File: src/core/scan_seq_pkg.sv
package scan_seq_pkg;

  // register byte offsets
  localparam logic [7:0] OFF_CTRL       = 8'h00;
  localparam logic [7:0] OFF_STATUS     = 8'h04;
  localparam logic [7:0] OFF_PACER      = 8'h08;
  localparam logic [7:0] OFF_TOTAL      = 8'h0C;
  localparam logic [7:0] OFF_COUNT      = 8'h10;
  localparam logic [7:0] OFF_QLAST      = 8'h14;
  localparam logic [7:0] OFF_EVENTS     = 8'h18;
  localparam logic [7:0] OFF_RESULT     = 8'h1C;
  localparam logic [7:0] OFF_QUEUE      = 8'h40;
  localparam logic [7:0] OFF_QUEUE_END  = 8'h7C;

  // control fields
  localparam int CTRL_START      = 0;
  localparam int CTRL_STOP       = 1;
  localparam int CTRL_EXT_PACE   = 2;
  localparam int CTRL_GATED      = 3;
  localparam int CTRL_TRIG_EN    = 4;
  localparam int CTRL_TRIG_FALL  = 5;
  localparam int CTRL_SYNC_IN    = 6;
  localparam int CTRL_DIFF       = 7;
  localparam int CTRL_QUEUE_EN   = 8;
  localparam int CTRL_EVT_CLEAR  = 9;

  // status fields
  localparam int STAT_BUSY       = 0;
  localparam int STAT_ARMED      = 1;
  localparam int STAT_OVERRUN    = 2;
  localparam int STAT_IDX_LSB    = 8;

  // queue entry fields
  localparam int ENTRY_W         = 6;
  localparam int ENTRY_CHAN_LSB  = 0;
  localparam int ENTRY_RANGE_LSB = 3;

  // timing
  localparam int CLOCK_HZ        = 25_000_000;
  localparam int EXT_MAX_HZ      = 48_000;
  localparam int EVENT_MAX_HZ    = 1_000_000;
  localparam int PACER_MIN_CYCLES = (CLOCK_HZ + EXT_MAX_HZ - 1) / EXT_MAX_HZ;
  localparam int EVENT_MIN_CYCLES = CLOCK_HZ / EVENT_MAX_HZ;

  // reset values and the midscale code
  localparam logic [31:0] PACER_RESET  = 32'(PACER_MIN_CYCLES);
  localparam logic [31:0] TOTAL_RESET  = 32'h0000_0000;
  localparam logic [13:0] MIDSCALE_CODE = 14'h2000;

  typedef enum logic [2:0] {
    range_bipolar_twenty_volt,
    range_bipolar_ten_volt,
    range_bipolar_five_volt,
    range_bipolar_four_volt,
    range_bipolar_two_half_volt,
    range_bipolar_two_volt,
    range_bipolar_one_quarter_volt,
    range_bipolar_one_volt
  } range_t;

  typedef enum logic [2:0] {
    ST_IDLE,
    ST_ARM,
    ST_DISCARD,
    ST_WAIT_PACE,
    ST_LOAD,
    ST_WAIT_DONE
  } seq_state_t;

endpackage : scan_seq_pkg

File: src/core/acquisition_scan_sequencer.sv
// Implementation choices: register access over AHB-Lite and the register addresses.
`timescale 1ns/1ps
module acquisition_scan_sequencer
  import scan_seq_pkg::*;
#(
  parameter int QUEUE_DEPTH = 16,
  parameter int CODE_W      = 14
) (
  input  wire logic                 clock,
  input  wire logic                 rst,
  input  wire logic                 hsel,
  input  wire logic [31:0]          haddr,
  input  wire logic [1:0]           htrans,
  input  wire logic                 hwrite,
  input  wire logic [2:0]           hsize,
  input  wire logic [31:0]          hwdata,
  input  wire logic                 hready,
  output logic                      hreadyout,
  output logic                      hresp,
  output logic [31:0]               hrdata,
  input  wire logic                 external_trigger_input,
  input  wire logic                 event_count_input,
  input  wire logic                 sync_i,
  output logic                      sync_o,
  output logic                      sync_oe,
  output logic [2:0]                conv_channel,
  output scan_seq_pkg::range_t      conv_range,
  output logic                      conv_diff,
  output logic                      conv_start,
  input  wire logic                 conv_done,
  input  wire logic [CODE_W-1:0]    conv_data,
  output logic                      scan_busy
);
  import scan_seq_pkg::*;

  localparam int IDX_W = $clog2(QUEUE_DEPTH);

  typedef struct packed {
    seq_state_t                         st;
    logic                               ext_pace;
    logic                               gated;
    logic                               trig_en;
    logic                               trig_fall;
    logic                               sync_in;
    logic                               diff;
    logic                               queue_en;
    logic [31:0]                        pacer_period;
    logic [31:0]                        pace_cnt;
    logic                               sync_out;
    logic [31:0]                        total;
    logic [31:0]                        samples;
    logic [31:0]                        events;
    logic [IDX_W-1:0]                   qlast;
    logic [IDX_W-1:0]                   qidx;
    logic [QUEUE_DEPTH-1:0][ENTRY_W-1:0] queue;
    logic [CODE_W-1:0]                  code;
    logic                               overrun;
    logic [2:0]                         chan;
    range_t                             rng;
    logic                               start;
    logic                               wr_pend;
    logic [7:0]                         wr_addr;
    logic [31:0]                        rdata;
  } regs_t;

  regs_t q;
  regs_t d;

  logic trig_rise;
  logic trig_fall_edge;
  logic event_rise;
  logic sync_rise;

  edge_detect u_trig (
    .clock (clock),
    .rst   (rst),
    .level (external_trigger_input),
    .rise  (trig_rise),
    .fall  (trig_fall_edge)
  );

  edge_detect u_event (
    .clock (clock),
    .rst   (rst),
    .level (event_count_input),
    .rise  (event_rise),
    .fall  ()
  );

  edge_detect u_sync (
    .clock (clock),
    .rst   (rst),
    .level (sync_i),
    .rise  (sync_rise),
    .fall  ()
  );

  // read multiplexer
  function automatic logic [31:0] read_reg(input regs_t r, input logic [7:0] a);
    logic [31:0]            v;
    logic signed [15:0]     offs;
    v    = 32'h0000_0000;
    offs = 16'($signed({2'b00, r.code}) - $signed({2'b00, MIDSCALE_CODE}));
    if (a == OFF_CTRL) begin
      v[CTRL_EXT_PACE]  = r.ext_pace;
      v[CTRL_GATED]     = r.gated;
      v[CTRL_TRIG_EN]   = r.trig_en;
      v[CTRL_TRIG_FALL] = r.trig_fall;
      v[CTRL_SYNC_IN]   = r.sync_in;
      v[CTRL_DIFF]      = r.diff;
      v[CTRL_QUEUE_EN]  = r.queue_en;
    end else if (a == OFF_STATUS) begin
      v[STAT_BUSY]                          = (r.st != ST_IDLE);
      v[STAT_ARMED]                         = (r.st == ST_ARM);
      v[STAT_OVERRUN]                       = r.overrun;
      v[STAT_IDX_LSB +: IDX_W]              = r.qidx;
    end else if (a == OFF_PACER) begin
      v = r.pacer_period;
    end else if (a == OFF_TOTAL) begin
      v = r.total;
    end else if (a == OFF_COUNT) begin
      v = r.samples;
    end else if (a == OFF_QLAST) begin
      v[IDX_W-1:0] = r.qlast;
    end else if (a == OFF_EVENTS) begin
      v = r.events;
    end else if (a == OFF_RESULT) begin
      v[CODE_W-1:0] = r.code;
      v[31:16]      = offs;
    end else if (a >= OFF_QUEUE && a <= OFF_QUEUE_END) begin
      v[ENTRY_W-1:0] = r.queue[a[IDX_W+1:2]];
    end
    return v;
  endfunction : read_reg

  logic                addr_take;
  logic                trig_hit;
  logic                pace;
  logic                pacer_tick;
  logic [31:0]         period_m1;
  logic [ENTRY_W-1:0]  entry;
  logic [IDX_W-1:0]    use_idx;
  logic [31:0]         samples_inc;
  logic                first_ext_drop;
  logic                ctrl_wr;
  logic                start_req;
  logic                stop_req;
  logic                clear_req;

  always_comb begin
    d       = q;
    d.start = 1'b0;

    addr_take = hsel & htrans[1] & hready;

    // control strobes of a control write in its data phase
    ctrl_wr   = q.wr_pend & (q.wr_addr == OFF_CTRL);
    start_req = ctrl_wr & hwdata[CTRL_START] & (q.total != 32'h0000_0000);
    stop_req  = ctrl_wr & hwdata[CTRL_STOP];
    clear_req = ctrl_wr & hwdata[CTRL_EVT_CLEAR];

    // internal pacer, free running so a second unit has a clock while sync is an output and the period is 2 or more
    if (q.pacer_period == 32'h0000_0000) begin
      period_m1 = 32'h0000_0000;
    end else begin
      period_m1 = q.pacer_period - 32'h0000_0001;
    end
    pacer_tick = (q.pace_cnt >= period_m1);
    d.pace_cnt = pacer_tick ? 32'h0000_0000 : q.pace_cnt + 32'h0000_0001;
    d.sync_out = (q.pace_cnt < {1'b0, q.pacer_period[31:1]});

    // pacing source: external pulses only when sync is an input
    pace = q.ext_pace ? (q.sync_in & sync_rise) : pacer_tick;

    // selected trigger edge
    trig_hit = q.trig_fall ? trig_fall_edge : trig_rise;

    // drop first pulse only for continuous external pacing
    first_ext_drop = q.ext_pace & ~q.gated;

    // event counter; clear then count so an edge in the clear cycle survives
    d.events = q.events;
    if (clear_req) begin
      d.events = 32'h0000_0000;
    end
    if (event_rise) begin
      d.events = d.events + 32'h0000_0001;
    end

    // address phase
    d.wr_pend = addr_take & hwrite;
    d.wr_addr = haddr[7:0];
    if (addr_take && !hwrite) begin
      d.rdata = read_reg(q, haddr[7:0]);
    end

    // data phase writes
    if (q.wr_pend) begin
      if (q.wr_addr == OFF_CTRL) begin
        d.ext_pace  = hwdata[CTRL_EXT_PACE];
        d.gated     = hwdata[CTRL_GATED];
        d.trig_en   = hwdata[CTRL_TRIG_EN];
        d.trig_fall = hwdata[CTRL_TRIG_FALL];
        d.sync_in   = hwdata[CTRL_SYNC_IN];
        d.diff      = hwdata[CTRL_DIFF];
        d.queue_en  = hwdata[CTRL_QUEUE_EN];
      end else if (q.wr_addr == OFF_STATUS) begin
        if (hwdata[STAT_OVERRUN]) begin
          d.overrun = 1'b0;
        end
      end else if (q.wr_addr == OFF_PACER) begin
        d.pacer_period = hwdata;
        d.pace_cnt     = 32'h0000_0000;
      end else if (q.wr_addr == OFF_TOTAL) begin
        d.total = hwdata;
      end else if (q.wr_addr == OFF_QLAST) begin
        d.qlast = hwdata[IDX_W-1:0];
      end else if (q.wr_addr >= OFF_QUEUE && q.wr_addr <= OFF_QUEUE_END) begin
        d.queue[q.wr_addr[IDX_W+1:2]] = hwdata[ENTRY_W-1:0];
      end
    end

    // current entry
    if (q.queue_en) begin
      use_idx = q.qidx;
    end else begin
      use_idx = '0;
    end
    entry       = q.queue[use_idx];
    samples_inc = q.samples + 32'h0000_0001;

    // a pace pulse while converting is lost and flagged
    if (pace && (q.st == ST_LOAD || q.st == ST_WAIT_DONE)) begin
      d.overrun = 1'b1;
    end

    case (q.st)
      ST_IDLE: begin
        if (start_req) begin
          d.samples = 32'h0000_0000;
          d.qidx    = '0;
          if (hwdata[CTRL_TRIG_EN]) begin
            d.st = ST_ARM;
          end else if (hwdata[CTRL_EXT_PACE] && !hwdata[CTRL_GATED]) begin
            d.st = ST_DISCARD;
          end else begin
            d.st = ST_WAIT_PACE;
          end
        end
      end
      ST_ARM: begin
        if (trig_hit) begin
          d.st = first_ext_drop ? ST_DISCARD : ST_WAIT_PACE;
        end
      end
      ST_DISCARD: begin
        if (pace) begin
          d.st = ST_WAIT_PACE;
        end
      end
      ST_WAIT_PACE: begin
        if (pace) begin
          d.chan = q.diff ? {1'b0, entry[ENTRY_CHAN_LSB +: 2]} : entry[ENTRY_CHAN_LSB +: 3];
          d.rng  = range_t'(entry[ENTRY_RANGE_LSB +: 3]);
          d.st   = ST_LOAD;
        end
      end
      ST_LOAD: begin
        d.start = 1'b1;
        d.st    = ST_WAIT_DONE;
      end
      ST_WAIT_DONE: begin
        if (conv_done && !q.start) begin
          d.code    = conv_data;
          d.samples = samples_inc;
          if (!q.queue_en || q.qidx == q.qlast) begin
            d.qidx = '0;
          end else begin
            d.qidx = q.qidx + 1'b1;
          end
          if (samples_inc == q.total) begin
            d.st = ST_IDLE;
          end else begin
            d.st = ST_WAIT_PACE;
          end
        end
      end
      default: begin
        d.st = ST_IDLE;
      end
    endcase

    // software stop wins over any progress
    if (stop_req) begin
      d.st    = ST_IDLE;
      d.start = 1'b0;
    end
  end

  always_ff @(posedge clock) begin
    if (rst) begin
      q              <= '0;
      q.st           <= ST_IDLE;
      q.pacer_period <= PACER_RESET;
      q.total        <= TOTAL_RESET;
      q.rng          <= range_bipolar_ten_volt;
      q.qlast        <= '0;
    end else begin
      q <= d;
    end
  end

  assign hreadyout    = 1'b1;
  assign hresp        = 1'b0;
  assign hrdata       = q.rdata;
  assign sync_o       = q.sync_out;
  assign sync_oe      = ~q.sync_in;
  assign conv_channel = q.chan;
  assign conv_range   = q.rng;
  assign conv_diff    = q.diff;
  assign conv_start   = q.start;
  assign scan_busy    = (q.st != ST_IDLE);

endmodule : acquisition_scan_sequencer

File: src/core/edge_detect.sv
`timescale 1ns/1ps
module edge_detect (
  input  wire logic clock,
  input  wire logic rst,
  input  wire logic level,
  output logic      rise,
  output logic      fall
);

  typedef struct packed {
    logic seen;
    logic prev;
  } edge_state_t;

  edge_state_t q;
  edge_state_t d;

  // no edge reported before the first sample
  always_comb begin
    d      = q;
    d.seen = 1'b1;
    d.prev = level;
  end

  assign rise = q.seen & level & ~q.prev;
  assign fall = q.seen & ~level & q.prev;

  always_ff @(posedge clock) begin
    if (rst) begin
      q <= '0;
    end else begin
      q <= d;
    end
  end

endmodule : edge_detect

File: config.mk
export PLATFORM = sky130hd
export DESIGN_NAME = acquisition_scan_sequencer
export DESIGN_NICKNAME = d
export VERILOG_FILES = /design/src/core/scan_seq_pkg.sv /design/src/core/acquisition_scan_sequencer.sv /design/src/core/edge_detect.sv
export SDC_FILE = /design/constraint.sdc
export NUM_CORES = 1
export LEC_CHECK = 0
export ABC_AREA = 0
export BUFFER_PORTS_ARGS = -buffer_cell sky130_fd_sc_hd__buf_2
export CORE_MARGIN = 1
export CORE_UTILIZATION = 62
export DETAILED_ROUTE_END_ITERATION = 8
export GPL_ROUTABILITY_DRIVEN = 0
export GPL_TIMING_DRIVEN = 0
export HOLD_SLACK_MARGIN = 0.06
export PLACE_DENSITY = 0.82
export SLEW_MARGIN = 10
export SYNTH_ARGS = -nofsm -noshare
export SYNTH_HDL_FRONTEND = slang
export SYNTH_HIERARCHICAL = 1
export SYNTH_SLANG_ARGS = --single-unit
File: constraint.sdc
create_clock -name clock -period 5.7 [get_ports clock]
set_clock_uncertainty 0.15 [all_clocks]
set_input_delay 0.855 -clock clock [delete_from_list [all_inputs] [get_ports clock]]
set_output_delay 0.855 -clock clock [all_outputs]
set_load 0.02 [all_outputs]
==> out/metrics.cfg <==
[route]
drc_errors = 0
wirelength_um = 70900
first_pass_iters = 7
postRouteAntennaNets = 0
viasPerCell = 6.76
num_vias = 20200
routedWlPerCell_um = 23.7
drt_first_iter_violations = 3174

[cts]
cts_num_sinks = 344
root_buffer = clkbuf_16
htreeDepth = 2
cts_hold_buf = 0
clk_pin_slew_ns = 0.06
clk_path_buf_depth = 3
cts_tree = done
cts_buffers = 39
clk_latency_ns = 0.56
post_cts_buffers = 0
post_cts_resized = 0

[final_layout]
mostFrequentLayoutCells = 345 x nand2_1, 344 x dfxtp_1, 299 x nor2_1
area_delta_synth_final_pct = 11.8
final_common_cell = nand2_1
fillers = 2495
multi_input_area_mm2 = 0.0116
final_layout_size_suffix_gt1_frac = 0.124
nets = 2716
ff_latch_area_mm2 = 0.00689

[timing]
setup_tns_ns = 0
hold_slack_ns = 0.325
drv_slew = 0
final-hold-violation-count = 0
finalCriticalPeriod_ns = 5.40
rsz0062_at_grt = no
relSlewSlack = 0.0769
setup_viol = 0
fmax_mhz = 185
tightest_slew_ns = 1.37
fin_crit_sh = 0.948

[pwr]
p_int_mw = 4.02
p_comb_frac = 0.047
power.leakage_nw = 8.38
power_frac_clock = 0.491
power.total_mw = 5.27
peakVddDrop_v = 0.000278
power-per-cell-area_mw_per_mm2 = 238
switching_share = 0.236
p_switching_mw = 1.24
pwr-share-seq = 0.462

[worst_setup_path]
path_cells = nor4_1 > nand2_1 > nor2_1 > nand3_1 > nor4_1 > xnor2_1 > nand2_1 > ha_1 > and4_1 > nand2_1 > or4_1 > a31oi_2 > nor2_1 > and4b_1 > or4b_1 > o21ai_0
crit_family = simple AND/OR/NAND/NOR gates
critPathCaptureType = register
path_buf_inv = 0
cpPeakStageDelay_ns = 0.83
critical_path_arrival_ns = 5.75
cp_common_cell = nand2_1
crit_required_ns = 6.05
r2r_start = q[297]$_SDFFE_PP0P_
slowest_stage = nor4_1
crit_fanout = 6
timing.rr.end = q[335]$_SDFFE_PP0P_
crit_type = register to register
reg2regPathDepth = 16
r2r_slack_ns = 0.30
start_kind = register
startpoint = q[297]$_SDFFE_PP0P_

[placement]
hpwl_um = 52400
portBuffers = 102

[logic_synthesis]
synth_cells = 2413
netlist_area_mm2 = 0.0198
syn_avg_cell_area_um2 = 8.20
syn-num-nets = 2573
yosysWarnings = 6

[floorplan]
coreArea_mm2 = 0.0315
std_cell_rows = 65
die_x_um = 181
die-area_mm2 = 0.0326
die_h_um = 181
pin_count = 137
start_util = 0.629

[grt]
antenna_found_initial = 6
grt_overflow_total = 0
grt_max_degree = 14
grtUsageTotal = 0.427
grt_pass1_wl_um = 107000
grt_pass1_vias = 19100

[run]
maxCapViolCount = 0

[worst_hold_path]
hold_path.class = register to register
min_from = q[61]$_SDFFE_PP0P_
min_to = q[61]$_SDFFE_PP0P_
holdPathStages = 2

[status]
outcome = finished, final reports clean

state kept, by name (all words and copies together), names as in the netlist, 2 cells and up:
name,cells
conv_channel,3
u_trig/q,2
q,297
hrdata,32
conv_range,3
u_event/q,2
u_sync/q,2
worst max-delay path by stage:
stage | slack [ns] | depth (start not counted) | to
6_report | 0.30 | 16 | q[335]$_SDFFE_PP0P_
5_1_grt | 0.01 | 19 | conv_range[2]$_SDFFE_PP0P_
4_1_cts | 0.02 | 19 | conv_channel[1]$_SDFFE_PP0P_
3_5_place_dp | 0.07 | 19 | conv_channel[1]$_SDFFE_PP0P_
3_3_place_gp | 0.29 | 19 | conv_channel[1]$_SDFFE_PP0P_
2_1_floorplan | 1.45 | 19 | conv_channel[0]$_SDFFE_PP0P_
per-stage QoR:
step,worst slack [ns],instance area [um2],util,instances
after global routing,0.0129,22100,0.703,2985
after floorplan,1.45,19800,-,2413
after detailed placement,0.0658,20800,0.661,2917
after CTS,0.0168,22100,0.702,2985
final,0.295,22100,0.703,2986
after global placement,0.286,20800,0.661,2917
final cells by class:
| type | count | share of cell area |
|---|---|---|
| Sequential cell | 344 | 0.311 |
| Clock inverter | 9 | 0.00622 |
| Inverter | 61 | 0.0104 |
| Tap cell | 402 | 0.0227 |
| Multi-Input combinational cell | 1800 | 0.525 |
| Buffer | 208 | 0.0489 |
| Timing Repair Buffer | 102 | 0.0231 |
| Clock buffer | 59 | 0.0520 |
| Antenna cell | 1 | 0.000113 |
power by group through the flow:
stage | sequential, mW | combinational [mW] | clock [mW]
after CTS | 2.43 | 0.235 | 2.57
after floorplan | 2.48 | 0.133 | 0
final | 2.43 | 0.248 | 2.59
after detailed placement | 2.48 | 0.233 | 0
after global routing | 2.43 | 0.256 | 2.67
after global placement | 2.48 | 0.228 | 0
routing by layer:
layer / share of wire / track usage / vias to the layer above
met5: 0.00083 / 0.00593 / -
met4: 0.093 / 0.334 / 10
met1: 0.34 / 0.492 / 9287
met2: 0.43 / 0.670 / 1606
met3: 0.13 / 0.116 / 468
li1: - / - / 8824
tightest hold or removal path: cells and delay by family, from the launching register on:
kind | cells | cell delay, ns
AOI/OAI and AO/OA | 1 | 0.06
DFF | 1 | 0.31
and+or+nand+nor | 1 | 0.05
Power figures use the tool's default switching activity.
